**config.mk**
```make
export PLATFORM = sky130hd
export DESIGN_NAME = pie_regs
export DESIGN_NICKNAME = d
export VERILOG_FILES = /design/src/pie_pkg.sv /design/src/pie_ahb_slave.sv /design/src/pie_regs.sv
export SDC_FILE = /design/constraint.sdc
export NUM_CORES = 1
export LEC_CHECK = 0
export ABC_AREA = 1
export BUFFER_PORTS_ARGS = -buffer_cell sky130_fd_sc_hd__buf_4
export CAP_MARGIN = 20
export CORE_AREA = 2 2 93 95
export CTS_CLUSTER_SIZE = 8
export DETAILED_ROUTE_END_ITERATION = 10
export DIE_AREA = 0 0 95 97
export PLACE_DENSITY = 0.63
export SYNTH_ARGS = -nofsm -noshare
export SYNTH_HDL_FRONTEND = slang
export SYNTH_HIERARCHICAL = 1
export SYNTH_SLANG_ARGS = --single-unit
```
**constraint.sdc**
```tcl
create_clock -name hclk -period 1.6 [get_ports hclk]
set_input_delay 0.24 -clock hclk [delete_from_list [all_inputs] [get_ports hclk]]
set_output_delay 0.24 -clock hclk [all_outputs]
set_load 0.02 [all_outputs]
```
**src/pie_pkg.sv**
```systemverilog
// Constants and types for the peripheral interrupt enable register block
//
// Behaviour
// Software keeps reserved bits seven and six clear
// Bits five and four always read zero
// Bit three gates the serial port interrupt
// Bit two gates the capture/compare interrupt
// Bit one gates the period match interrupt
// Bit zero gates the timer overflow interrupt
// Nothing reaches core without global peripheral enable
// Implemented bits read/write, reset to zero
// Request is flag AND enable AND global enables
package pie_pkg;

  // ****************************************************************
  // Register map, byte addresses on the bus
  // ****************************************************************
  localparam logic [31:0] OFF_ENABLE = 32'h0000_0000;
  localparam logic [31:0] OFF_ICTL = 32'h0000_0004;
  localparam logic [31:0] OFF_FLAGS = 32'h0000_0008;

  // ****************************************************************
  // Field positions
  // ****************************************************************
  localparam int BIT_SERIAL = 3;
  localparam int BIT_CAPCMP = 2;
  localparam int BIT_PMATCH = 1;
  localparam int BIT_TOVF = 0;
  localparam int BIT_PERIPH_EN = 6;
  localparam int BIT_GLOBAL_EN = 7;
  localparam int NUM_SRC = 4;

  // ****************************************************************
  // Masks and reset values
  // ****************************************************************
  localparam logic [7:0] ENABLE_RW_MASK = 8'hcf;
  localparam logic [7:0] ENABLE_RESET = 8'h00;
  localparam logic [7:0] ICTL_RW_MASK = 8'hc0;
  localparam logic [7:0] ICTL_RESET = 8'h00;
  localparam logic [3:0] FLAGS_RESET = 4'h0;
  localparam logic [2:0] HSIZE_WORD = 3'h2;

  // ****************************************************************
  // Carriers between the bus front end and the register file
  // ****************************************************************
  typedef struct packed {
    logic en;
    logic [31:0] addr;
    logic [7:0] data;
  } pie_wr_type;

  typedef struct packed {
    logic en;
    logic [31:0] addr;
  } pie_rd_type;

endpackage

```
**src/pie_ahb_slave.sv**
```systemverilog
// AHB-Lite front end: captures the address phase, presents accesses
`timescale 1ns/1ps
module pie_ahb_slave
(
  input wire logic hclk, // Bus clock
  input wire logic hresetn, // Asynchronous reset, active low
  input wire logic hsel, // Slave select
  input wire logic [31:0] haddr, // Byte address
  input wire logic [1:0] htrans, // Transfer type
  input wire logic hwrite, // Write when high
  input wire logic [2:0] hsize, // Transfer size
  input wire logic hready, // Bus ready
  input wire logic [31:0] hwdata, // Write data
  output logic hreadyout, // Ready, from flop
  output logic hresp, // Response, from flop
  output pie_pkg::pie_wr_type wr, // Write in its data phase
  output pie_pkg::pie_rd_type rd // Read in its address phase
);

  logic wr_pend_q;
  logic [31:0] wr_addr_q;
  logic ready_q;
  logic resp_q;

  // Only whole-word NONSEQ or SEQ transfers are acted on
  wire logic take = hsel && htrans[1] && hready && (hsize == pie_pkg::HSIZE_WORD);

  // ****************************************************************
  // Address phase capture
  // ****************************************************************
  // Zero wait states, so out of reset the slave never stalls and is always OKAY
  always_ff @(posedge hclk or negedge hresetn)
  begin
    if (!hresetn)
    begin
      wr_pend_q <= 1'b0;
      wr_addr_q <= 32'h0000_0000;
      ready_q <= 1'b0;
      resp_q <= 1'b0;
    end
    else
    begin
      wr_pend_q <= take && hwrite;
      wr_addr_q <= haddr;
      ready_q <= 1'b1;
      resp_q <= 1'b0;
    end
  end

  assign hreadyout = ready_q;
  // Every transfer is OKAY; the response still leaves a flop like hreadyout
  assign hresp = resp_q;

  // Write data arrives one cycle after the address
  assign wr.en = wr_pend_q;
  assign wr.addr = wr_addr_q;
  assign wr.data = hwdata[7:0];

  // Reads are served from the address phase, data is registered upstream
  assign rd.en = take && !hwrite;
  assign rd.addr = haddr;

endmodule

```
**src/pie_regs.sv**
```systemverilog
// Peripheral interrupt enable register file with flags and core request
//
// The address map and the AHB-Lite slave port are this design's own decisions.
`timescale 1ns/1ps
module pie_regs
(
  input wire logic hclk, // Bus clock, 40 MHz
  input wire logic hresetn, // Asynchronous reset, active low
  input wire logic hsel, // Slave select
  input wire logic [31:0] haddr, // Byte address
  input wire logic [1:0] htrans, // Transfer type
  input wire logic hwrite, // Write when high
  input wire logic [2:0] hsize, // Transfer size
  input wire logic hready, // Bus ready
  input wire logic [31:0] hwdata, // Write data
  output logic [31:0] hrdata, // Read data, from flop
  output logic hreadyout, // Ready, from flop
  output logic hresp, // Response, from flop
  input wire logic [3:0] periph_event, // Peripheral event pulses
  output logic [3:0] irq_req, // Per-source requests, from flop
  output logic irq // Interrupt to core, level
);

  pie_pkg::pie_wr_type wr;
  pie_pkg::pie_rd_type rd;
  logic [7:0] enable_q;
  logic [7:0] enable_d;
  logic [7:0] ictl_q;
  logic [7:0] ictl_d;
  logic [3:0] flags_q;
  logic [3:0] flags_d;
  logic [3:0] irq_req_q;
  logic [3:0] irq_req_d;
  logic irq_q;
  logic irq_d;
  logic [31:0] hrdata_q;
  logic [31:0] hrdata_d;

  // ****************************************************************
  // Bus front end
  // ****************************************************************
  pie_ahb_slave u_bus
  (
    .hclk(hclk),
    .hresetn(hresetn),
    .hsel(hsel),
    .haddr(haddr),
    .htrans(htrans),
    .hwrite(hwrite),
    .hsize(hsize),
    .hready(hready),
    .hwdata(hwdata),
    .hreadyout(hreadyout),
    .hresp(hresp),
    .wr(wr),
    .rd(rd)
  );

  // ****************************************************************
  // Address decode
  // ****************************************************************
  wire logic wr_enable = wr.en && (wr.addr == pie_pkg::OFF_ENABLE);
  wire logic wr_ictl = wr.en && (wr.addr == pie_pkg::OFF_ICTL);
  wire logic wr_flags = wr.en && (wr.addr == pie_pkg::OFF_FLAGS);
  wire logic rd_enable = rd.addr == pie_pkg::OFF_ENABLE;
  wire logic rd_ictl = rd.addr == pie_pkg::OFF_ICTL;
  wire logic rd_flags = rd.addr == pie_pkg::OFF_FLAGS;

  // ****************************************************************
  // Next values of the registers
  // ****************************************************************
  // Bits five and four are masked off on every write, so they can never read back as one
  assign enable_d = wr_enable ? (wr.data & pie_pkg::ENABLE_RW_MASK) : enable_q;
  assign ictl_d = wr_ictl ? (wr.data & pie_pkg::ICTL_RW_MASK) : ictl_q;

  // Write one to clear; an event in the same cycle wins over the clear
  wire logic [3:0] flag_clr = wr_flags ? wr.data[3:0] : 4'h0;
  assign flags_d = (flags_q & ~flag_clr) | periph_event;

  // Both global enables must be set before any source reaches the core
  wire logic periph_gate = ictl_q[pie_pkg::BIT_PERIPH_EN] && ictl_q[pie_pkg::BIT_GLOBAL_EN];

  // Per-source request: flag AND its own enable AND the global gate
  wire logic [3:0] masked = flags_q & enable_q[3:0];
  for (genvar i = 0; i < pie_pkg::NUM_SRC; i++)
  begin : g_req
    assign irq_req_d[i] = masked[i] && periph_gate;
  end
  assign irq_d = (|masked) && periph_gate;

  // Read mux uses next values so a read right after a write sees it
  assign hrdata_d = !rd.en ? 32'h0000_0000 :
                    rd_enable ? {24'h00_0000, enable_d} :
                    rd_ictl ? {24'h00_0000, ictl_d} :
                    rd_flags ? {28'h000_0000, flags_d} : 32'h0000_0000;

  // ****************************************************************
  // Register storage
  // ****************************************************************
  // All control state clears at reset, interrupts start blocked
  always_ff @(posedge hclk or negedge hresetn)
  begin
    if (!hresetn)
    begin
      enable_q <= pie_pkg::ENABLE_RESET;
      ictl_q <= pie_pkg::ICTL_RESET;
      flags_q <= pie_pkg::FLAGS_RESET;
    end
    else
    begin
      enable_q <= enable_d;
      ictl_q <= ictl_d;
      flags_q <= flags_d;
    end
  end

  // Outputs are registered so the core sees no decode glitches
  always_ff @(posedge hclk or negedge hresetn)
  begin
    if (!hresetn)
    begin
      irq_req_q <= 4'h0;
      irq_q <= 1'b0;
      hrdata_q <= 32'h0000_0000;
    end
    else
    begin
      irq_req_q <= irq_req_d;
      irq_q <= irq_d;
      hrdata_q <= hrdata_d;
    end
  end

  assign irq_req = irq_req_q;
  assign irq = irq_q;
  assign hrdata = hrdata_q;
endmodule

```
* Yosys cells after proc, flatten, opt, wreduce, memory -nomap -nowiden *
Index checks and enable logic that the tools add are counted.

operators by class
  add/sub/neg operators = 0
  multipliers = 0
  div/mod/pow operators = 0
  magnitude comparators = 0
  equal/unequal tests = 5
  shift operators = 0
  muxes and demuxes = 7
  bitwise operators = 4
  reduce and logical (&&, ||, !) cells = 18

operators by type and width
  cell                                                                     count
  32-bit by 3-bit equality test with 1-bit output (second input constant)  2
  32-bit by 4-bit equality test with 1-bit output (second input constant)  2
  32-bit logical NOT                                                       2
  8-bit two-way mux                                                        5
  1-bit logical AND                                                        14
  4-bit AND                                                                2
  4-bit two-way mux                                                        2
  4-bit NOT                                                                1
  4-bit bitwise OR                                                         1
  4-bit OR reduction                                                       1
  3-bit by 2-bit equality test with 1-bit output (second input constant)   1
  1-bit logical NOT                                                        1

storage, ports and cells
  bits in registers = 91
  bits in latches = 0
  bits in writable memories = 0
  memory bits (read-only) = 0
  bits of input ports = 78
  output and inout port bits = 39
  word-level logic and storage cells = 43
  memories = 0

* Depth between registers and ports, before layout *
Gate-level depths: netlist of the first run.

  word-level depth = 10
  mapped depth = 12
  gate-level depth less buffers = 12

* By module *
Netlist of the first run, hierarchy kept.

modules (own cells, without submodules)
  module         times used  cells each  area an instance (um^2)  seq. area each (um^2)
  pie_regs       1           262         1,898.1                  825.8
  pie_ahb_slave  1           85          1,204.9                  850.8

* Least setup slack after synthesis of the first run *
No wires, ideal clock.

  path kind = input to register
  from = input port haddr[15]
  to = register hrdata_q[4] (netlist: hrdata[4])
  setup time = 0.121 ns
  data arrival time = 1.331 ns
  required time = 1.479 ns
  setup slack = 0.148 ns
  cell stages on the path = 9
  path buffers = 1
  cells stage by stage = buf_4 > nor2_1 > nand2_1 > nor2_4 > nand2_2 > nor3b_4 > inv_4 > o21ai_0 > nor2_1

on the way
  cells in the longest elaborated chain, start to end = 4
  elaborated cells on any way between the ends = 5
  those cells by class = 1 x eq/ne; 3 x mux; 1 x reduce/logical

RTL lines
  what                                             RTL line         RTL
  from (decl)                                      pie_regs.sv:10   input wire logic [31:0] haddr,
  32-bit by 3-bit equality test with 1-bit output  pie_regs.sv:66   wire logic rd_ictl = rd.addr == pie_pkg::OFF_ICTL;
  8-bit two-way mux                                pie_regs.sv:94   rd_ictl ? {24'h00_0000, ictl_d} :
  8-bit two-way mux (*)                            pie_regs.sv:93   rd_enable ? {24'h00_0000, enable_d} :
  8-bit two-way mux (*)                            pie_regs.sv:92   assign hrdata_d = !rd.en ? 32'h0000_0000 :
  net hrdata_d[4]                                  pie_regs.sv:37   logic [31:0] hrdata_d;
  to (signal assigned)                             pie_regs.sv:130  hrdata_q <= hrdata_d;
  to (decl)                                        pie_regs.sv:36   logic [31:0] hrdata_q;

Mark *: on every way through the listed nets, which the timed path passes. The rest lies on a longest branch.

* Worst setup path after layout of the first run *
  from = register u_bus.wr_addr_q[24]
  to = register hrdata_q[3] (netlist: hrdata[3])

on the way
  cells in the longest elaborated chain, start to end = 10
  elaborated cells on any way between the ends = 16
  those cells by class = 2 x eq/ne; 7 x mux; 3 x bitwise; 4 x reduce/logical

RTL lines
  what                                             RTL line             RTL
  from (decl)                                      pie_ahb_slave.sv:21  logic [31:0] wr_addr_q;
  from (signal assigned)                           pie_ahb_slave.sv:44  wr_addr_q <= haddr;
  32-bit by 4-bit equality test with 1-bit output  pie_regs.sv:64       wire logic wr_flags = wr.en && (wr.addr == pie_pkg::OFF_FLAGS);
  1-bit logical AND                                pie_regs.sv:64
  4-bit two-way mux                                pie_regs.sv:77       wire logic [3:0] flag_clr = wr_flags ? wr.data[3:0] : 4'h0;
  4-bit NOT                                        pie_regs.sv:78       assign flags_d = (flags_q & ~flag_clr) | periph_event;
  4-bit AND                                        pie_regs.sv:78
  4-bit bitwise OR                                 pie_regs.sv:78
  net flags_d[3]                                   pie_regs.sv:31       logic [3:0] flags_d;
  4-bit two-way mux                                pie_regs.sv:95       rd_flags ? {28'h000_0000, flags_d} : 32'h0000_0000;
  8-bit two-way mux                                pie_regs.sv:94
  8-bit two-way mux                                pie_regs.sv:93
  8-bit two-way mux                                pie_regs.sv:92
  net hrdata_d[3]                                  pie_regs.sv:37

The timed path passes the listed nets, and every way through them passes these cells.

==> impl_metrics.py, run 1 <==
metrics = {
    "clock_tree": {
        "h-tree-depth": 3,
        "cts-buffers-inserted": 9,
        "clock-sinks": 67,
        "cts_tree": "done",
        "root_buffer": "clkbuf_8",
        "cts_max_path_buffers": 2,
        "insertion_delay_ns": 0.34,
        "cts.clk_slew.worst_paths_ns": 0.07,
    },
    "run": {
        "max_cap_viol_count": 0,
    },
    "layout": {
        "final_common_cell": "buf_4",
        "antenna_cells": 0,
        "utilization_pct": 49.1,
        "syn2layout_area_growth_pct": 29.4,
        "final_cell_mix": "74 x buf_4, 67 x dfrtp_1, 57 x nand2_1",
        "drive_gt1_share_pct": 31.5,
        "nNetsFinal": 498,
    },
    "die": {
        "die_area_um2": 9220,
        "fp-row-count": 33,
        "die_y_um": 97,
        "pin_count": 117,
        "die_w_um": 95,
        "start_util_pct": 38.0,
        "core-area_um2": 8130,
    },
    "power": {
        "switching_share_pct": 22.4,
        "power.switching_w": 0.000787,
        "ir_worst_vdd_v": 0.000385,
        "power_frac_clock_pct": 41.8,
        "powerDensity_nw_per_um2": 878,
        "leakage_nw": 2.02,
        "internal_power_w": 0.00272,
        "seq_power_share_pct": 49.8,
        "combPwrFrac_pct": 8.4,
    },
    "min_path": {
        "hp-start": "haddr[1]",
        "hold_class": "primary input to flop",
        "holdPathEnd": "u_bus/wr_addr_q[1]",
        "worstHoldPathCells": 1,
    },
    "sta": {
        "setup_viol": 0,
        "slew_violations": 0,
        "rsz0062_at_grt": "yes",
        "setup_tns_ns": 0,
        "clock_skew_ns": 0.00596,
        "finalHoldViolCount": 0,
        "period_share_pct": 96.2,
        "min_period_ns": 1.54,
        "max_freq_mhz": 650,
        "holdWs_ns": 0.0192,
    },
    "drt": {
        "avgViaCountPerCell": 4.12,
        "drt_pre_antenna_iters": 4,
        "finalWirelength_um": 5730,
        "wl_per_cell_um": 10.8,
        "drc": 0,
        "vias": 2186,
        "drt_iter0_markers": 96,
        "ant_nets": 0,
    },
    "setup_path": {
        "cp_max_fo": 8,
        "crit_path_start_kind": "flop",
        "worst_setup_path_startpoint": "u_bus/wr_addr_q[24]",
        "required_ns": 1.83,
        "worst-setup-path-type": "flop to flop",
        "cp.arrival_ns": 1.76,
        "timing.rr.end": "hrdata[3]",
        "reg2reg_from": "u_bus/wr_addr_q[24]",
        "rr_worst_depth": 11,
        "rrSetupSlack_ns": 0.06,
        "cp-end-kind": "flop",
    },
    "synth": {
        "netlist_instances": 345,
        "netlist_area_um2": 3090,
        "yosysWarningCount": 6,
        "synth.avg_cell_area_um2": 8.95,
    },
    "global_route": {
        "antenna_found_initial": 0,
        "grt_max_degree": 38,
        "overflow": 0,
        "grt_pass1_vias": 2165,
        "track_usage_pct": 13.6,
        "grt_pass1_wl_um": 9480,
    },
    "run_status": {
        "outcome": "finished, final reports clean",
    },
    "placed_design": {
        "dp_hpwl_um": 4150,
        "finalWeightedCongestion": 0.790,
        "port_buffers": 64,
    },
}
-- area by class of cell --
class | instances | area (um^2)
Clock buffer | 12 | 165
Clock inverter | 4 | 47.5
Fill cell | 801 | 4140
Inverter | 40 | 153
Multi-Input combinational cell | 198 | 956
Sequential cell | 67 | 1680
Tap cell | 105 | 131
Timing Repair Buffer | 104 | 867
-- registers in the layout (all words and copies together) (netlist names) --
signal           cells
flags_q              4
enable_q             8
hrdata               8
ictl_q               8
u_bus/wr_pend_q      1
u_bus/wr_addr_q     32
u_bus/hreadyout      1
irq_req              4
irq                  1
-- power groups by stage --
stage	logic (W)	clock network (W)	registers, W
2_1_floorplan	0.000200	0	0.00178
3_3_place_gp	0.000238	0	0.00178
4_1_cts	0.000291	0.00151	0.00175
5_1_grt	0.000329	0.00159	0.00175
6_report	0.000295	0.00147	0.00175
3_5_place_dp	0.000243	0	0.00178
-- stage by stage --
step / setup WS [ns] / instances / total power [W] / cell area, um^2
2_1_floorplan: 0.148 / 368 / 0.00198 / 3170
3_3_place_gp: -0.00108 / 483 / 0.00202 / 3390
3_5_place_dp: -0.00855 / 483 / 0.00202 / 3390
4_1_cts: 0.00601 / 525 / 0.00355 / 3870
5_1_grt: -0.0795 / 530 / 0.00367 / 4000
6_report: 0.0614 / 530 / 0.00351 / 4000
-- worst max-delay path, cell delays in order (launching register included) --
cell and delay, ns:
dfrtp_1 0.36, nor2_1 0.10, nand2_1 0.08, nor2_2 0.13, nand2_2 0.10, nor2_4 0.17, buf_6 0.16, nand3_2 0.07
nand2_2 0.07, nand2_2 0.06, nand2_2 0.07, a21oi_2 0.06
-- how the worst max path moves through the flow --
stage / to / slack [ns] / cells after the start
2_1_floorplan: hrdata[4] / 0.15 / 9
3_3_place_gp: hrdata[3] / -0.001 / 10
3_5_place_dp: hrdata[3] / -0.009 / 10
4_1_cts: hrdata[6] / 0.006 / 10
5_1_grt: hrdata[2] / -0.08 / 11
6_report: hrdata[3] / 0.06 / 11
-- routing by layer --
layer  track usage, %  routed length (um)  up-vias
met1             16.0                2380     1002
met4             5.80                  60        0
met2             22.4                2950       65
met3             4.67                 341        8
met5                0                   0        -
li1                 -                   -     1111
-- timing repair --
| item | in CTS | in global routing |
|---|---|---|
| gates resized for setup | 0 | 33 |
| endpoints found under the hold margin | 55 | 2 |
| hold buffers | 26 | 2 |
| setup endpoints to repair | 0 | 16 |
| setup buffers | 0 | 2 |
Power figures use the tool's default switching activity.
==> run 2, diff against run 1 <==
- CAP_MARGIN: 20 -> 15
- PLACE_DENSITY: 0.63 -> not set
- PLACE_DENSITY_LB_ADDON: not set -> 0.2
==> run 2 against run 1 <==
Count of clock-buffer cells in the layout is 2 lower. Register-to-register slack better by 0.04 ns. Core utilization is 0.75 points lower. Fmax is 2.4% higher. Combinational power hardly changed. First-iteration DRC count is 1.0% higher. Clock skew is 0.0036 ns higher. Critical path type unchanged.
==> impl_metrics.py, run 2 (same netlist as run 1, synthesis figures left out) <==
metrics = {
    "run_status": {
        "outcome": "finished, final reports clean",
    },
    "setup_path": {
        "cp.arrival_ns": 1.74,
        "critPathBufInv": 1,
        "cp_max_fo": 6,
        "slowest_delay_ns": 0.37,
        "cp-end-kind": "flop",
        "cp_common_cell": "nand2_2",
        "critical_path.top_delay_family": "simple AND/OR/NAND/NOR gates",
        "required_ns": 1.83,
        "cpMaxStageDelayCell": "dfrtp_1",
        "worst-setup-path-type": "flop to flop",
        "crit_chain": "nor2_1, nand2_1, nor2_2, nand2_2, nor2_4, buf_6, nand3_1, nand2_1, nand2_2, nand2_2, a21oi_2",
        "crit_path_start_kind": "flop",
    },
    "clock_tree": {
        "insertion_delay_ns": 0.35,
        "cts_max_path_buffers": 2,
        "root_buffer": "clkbuf_8",
        "cts-buffers-inserted": 9,
        "h-tree-depth": 3,
        "cts.clk_slew.worst_paths_ns": 0.08,
        "cts_tree": "done",
        "clock-sinks": 67,
    },
    "sta": {
        "setup_tns_ns": 0,
        "finalHoldViolCount": 0,
        "rsz0062_at_grt": "yes",
        "setup_viol": 0,
        "clock_skew_ns": 0.00955,
        "max_freq_mhz": 666,
        "slew_violations": 0,
        "min_period_ns": 1.50,
        "holdWs_ns": 0.0183,
        "period_share_pct": 93.9,
    },
    "power": {
        "seq_power_share_pct": 52.9,
        "internal_power_w": 0.00248,
        "leakage_nw": 2.00,
        "combPwrFrac_pct": 9.0,
        "switching_share_pct": 24.9,
        "ir_worst_vdd_v": 0.000368,
        "powerDensity_nw_per_um2": 840,
        "power_frac_clock_pct": 38.2,
        "power.switching_w": 0.000821,
    },
    "layout": {
        "instances_no_fill": 529,
        "final_common_cell": "buf_4",
        "nNetsFinal": 497,
        "syn2layout_area_growth_pct": 27.4,
        "final_cell_mix": "72 x buf_4, 67 x dfrtp_1, 61 x nand2_1",
        "regMostFlops": "u_bus/wr_addr_q",
        "drive_gt1_share_pct": 28.3,
        "largest_reg_flops": 32,
        "utilization_pct": 48.4,
        "fillers": 810,
        "antenna_cells": 0,
        "seqCellArea_um2": 1680,
        "multi_input_area_um2": 923,
    },
    "global_route": {
        "overflow": 0,
        "track_usage_pct": 13.5,
        "grt_max_degree": 68,
        "grt_pass1_wl_um": 9360,
        "grt_pass1_vias": 2115,
        "antenna_found_initial": 0,
    },
    "placed_design": {
        "finalWeightedCongestion": 0.765,
        "port_buffers": 64,
        "dp_hpwl_um": 3900,
        "dp_cells": 482,
    },
    "die": {
        "die_area_um2": 9220,
        "die_w_um": 95,
        "die_y_um": 97,
        "start_util_pct": 38.0,
        "core-area_um2": 8130,
        "fp-row-count": 33,
        "pin_count": 117,
    },
    "drt": {
        "drt_pre_antenna_iters": 4,
        "vias": 2166,
        "ant_nets": 0,
        "finalWirelength_um": 5580,
        "wl_per_cell_um": 10.6,
        "avgViaCountPerCell": 4.09,
        "drt_iter0_markers": 97,
        "drc": 0,
    },
    "min_path": {
        "hold_class": "primary input to flop",
    },
    "run": {
        "max_cap_viol_count": 0,
    },
}
run 2: cell type report:
type / count / area share, %
repair buffers: 104 / 22.2
clock buffers: 10 / 3.50
inverters: 40 / 3.88
well taps: 105 / 3.34
multi-input cells: 197 / 23.5
clock inverters: 6 / 1.05
flip-flops and latches: 67 / 42.6
run 2: stage by stage:
stage               area [um^2]  power, W  worst slack (ns)
floorplan                  3170   0.00198             0.148
global placement           3390   0.00202          -0.00287
detailed placement         3390   0.00202          -0.00978
CTS                        3870   0.00334           0.00153
global route               3940   0.00347           -0.0645
finish                     3940   0.00330            0.0978
run 2: timing repair:
item | 4_1_cts | 5_1_grt
cloned | 0 | 0
hold buffers | 30 | 0
setup endpoints to repair | 4 | 16
pin swaps | 0 | 8
endpoints found under the hold margin | 96 | 0
buffers inserted | 0 | 1
resized for setup | 1 | 22
run 2: worst paths after layout:
| check | startpoint | end | slack [ns] | cells past startpoint |
|---|---|---|---|---|
| min in group asynchronous | hresetn | u_bus/wr_addr_q[24] | 0.42 | 3 |
| hold / removal | haddr[1] | u_bus/wr_addr_q[1] | 0.02 | 1 |
| hold reg to reg | ictl_q[4] | ictl_q[4] | 0.48 | 2 |
| setup / recovery | u_bus/wr_addr_q[17] | hrdata[3] | 0.1 | 11 |
| max in group asynchronous | hresetn | u_bus/wr_addr_q[5] | 0.87 | 3 |
| setup reg to reg | u_bus/wr_addr_q[17] | hrdata[3] | 0.1 | 11 |
run 2: routing by layer:
layer  part of all wire (%)  vias up  global-route usage (%)
li1                       -     1101                       -
met1                     43      993                    15.7
met2                     49       60                    21.9
met3                    5.2       12                    3.27
met4                    2.6        0                    8.36
met5                      0        -                       0
run 2: power groups by stage:
stage | clock, W | combinational, W | sequential (W)
2_1_floorplan | 0 | 0.000200 | 0.00178
3_3_place_gp | 0 | 0.000238 | 0.00178
3_5_place_dp | 0 | 0.000240 | 0.00178
4_1_cts | 0.00130 | 0.000295 | 0.00175
5_1_grt | 0.00139 | 0.000331 | 0.00175
6_report | 0.00126 | 0.000296 | 0.00175
==> run 3, diff against run 2 <==
- HOLD_SLACK_MARGIN: not set -> 0.12
==> run 3 against run 2 <==
Hold slack better by 0.11 ns. Register-to-register slack about the same. Largest power group unchanged. Critical path type is now primary input to flop. Combinational power is 5% higher. Largest cell class unchanged. Die area unchanged. Non-clock buffer count grew 7. Sequential cell count is the same. Critical endpoint is now hrdata[2].
==> impl_metrics.py, run 3 (same netlist as run 1, synthesis figures left out) <==
metrics = {
    "sta": {
        "setup_viol": 0,
        "max_freq_mhz": 656,
        "slew_violations": 0,
        "holdWs_ns": 0.126,
        "clock_skew_ns": 0.00971,
        "min_period_ns": 1.52,
        "period_share_pct": 95.3,
        "setup_tns_ns": 0,
        "rsz0062_at_grt": "yes",
        "finalHoldViolCount": 0,
    },
    "placed_design": {
        "port_buffers": 64,
        "place_area_um2": 3390,
        "dp_hpwl_um": 3900,
        "finalWeightedCongestion": 0.765,
    },
    "clock_tree": {
        "insertion_delay_ns": 0.35,
        "root_buffer": "clkbuf_8",
        "cts_tree": "done",
        "clock-sinks": 67,
        "cts.clk_slew.worst_paths_ns": 0.08,
        "h-tree-depth": 3,
        "cts-buffers-inserted": 9,
        "cts_max_path_buffers": 2,
    },
    "layout": {
        "antenna_cells": 0,
        "nNetsFinal": 504,
        "drive_gt1_share_pct": 29.7,
        "seqCellArea_um2": 1680,
        "design_area_um2": 4040,
        "largest_reg_flops": 32,
        "fillers": 803,
        "final_common_cell": "buf_4",
        "multi_input_area_um2": 955,
        "final_cell_mix": "70 x buf_4, 67 x dfrtp_1, 59 x nand2_1",
        "regMostFlops": "u_bus/wr_addr_q",
        "syn2layout_area_growth_pct": 31.0,
    },
    "global_route": {
        "overflow": 0,
        "grt_pass1_vias": 2161,
        "track_usage_pct": 13.5,
        "grt_pass1_wl_um": 9450,
        "antenna_found_initial": 0,
        "grt_max_degree": 68,
    },
    "die": {
        "die_w_um": 95,
        "core-area_um2": 8130,
        "pin_count": 117,
        "die_y_um": 97,
        "fp-row-count": 33,
        "die_area_um2": 9220,
        "start_util_pct": 38.0,
    },
    "drt": {
        "drt_iter0_markers": 90,
        "avgViaCountPerCell": 4.15,
        "wl_per_cell_um": 10.5,
        "drc": 0,
        "vias": 2224,
        "finalWirelength_um": 5610,
        "ant_nets": 0,
        "drt_pre_antenna_iters": 4,
    },
    "setup_path": {
        "cp_max_fo": 6,
        "slowest_delay_ns": 0.53,
        "cp-end-kind": "flop",
        "crit_path_start_kind": "primary input",
        "required_ns": 1.83,
        "cpMaxStageDelayCell": "dlygate4sd3_1",
        "crit_chain": "dlygate4sd3_1, buf_4, nor3_1, nor3b_4, buf_6, nand3_1, nand2_1, a21oi_2",
        "cp.arrival_ns": 1.76,
        "worst-setup-path-type": "primary input to flop",
    },
    "power": {
        "leakage_nw": 2.03,
        "powerDensity_nw_per_um2": 820,
        "finalPower_w": 0.00332,
        "ir_worst_vdd_v": 0.000359,
    },
    "run": {
        "max_cap_viol_count": 0,
    },
    "run_status": {
        "outcome": "finished, final reports clean",
    },
    "min_path": {
        "hold_class": "primary input to flop",
    },
}
-- run 3: cell count changes in the layout (fill, tap and decap cells not counted), sizes merged --
cell         delta
dlygate4sd3     +7
-- run 3: area by class of cell --
type,count,area share [%]
inverters,40,3.77
repair buffers,111,23.5
clock buffers,10,3.40
clock inverters,6,1.02
well taps,105,3.25
multi-input cells,197,23.6
flip-flops and latches,67,41.5
-- run 3: repair_timing --
item / CTS / global route
buffers inserted: 0 / 1
pin swaps: 0 / 9
resized for setup: 1 / 33
endpoints found under the hold margin: 103 / 0
endpoints found under the setup margin: 4 / 16
hold buffers: 37 / 0
-- run 3: worst max-delay path: cells and delay by family --
kind	cells	cell delay, ns
AO/OA/AOI/OAI	1	0.04
buffers and inverters	3	0.84
AND/OR/NAND/NOR	4	0.62
-- run 3: worst paths after layout --
check,cells past startpoint,to,startpoint,slack [ns]
hold / removal,3,enable_q[6],hwdata[6],0.13
min in group asynchronous,3,u_bus/wr_addr_q[24],hresetn,0.42
hold reg to reg,2,ictl_q[4],ictl_q[4],0.48
setup / recovery,8,hrdata[2],haddr[2],0.08
max in group asynchronous,3,u_bus/wr_addr_q[5],hresetn,0.87
setup reg to reg,11,hrdata[0],u_bus/wr_addr_q[17],0.10
-- run 3: metrics by stage --
stage                     std cells  util [%]  setup slack [ns]
after detailed placement        482      41.6          -0.00978
after floorplan                 368         -             0.148
final                           536      49.7            0.0753
after CTS                       535      48.4           0.00153
after global placement          482      41.6          -0.00287
after global routing            536      49.7           -0.0467
-- run 3: metal layers --
layer  part of all wire (%)  track usage (%)
met1                     42             15.8
met2                     50             22.1
met3                    5.7             3.19
met4                    2.4             8.36
met5                      0                0
-- run 3: power breakdown --
part	leakage [nW]	internal, W	switching (W)	total [W]
logic	1.13	0.000159	0.000152	0.000311
registers	0.818	0.00173	0.0000120	0.00175
clock network	0.0843	0.000600	0.000660	0.00126
total	2.03	0.00249	0.000823	0.00332
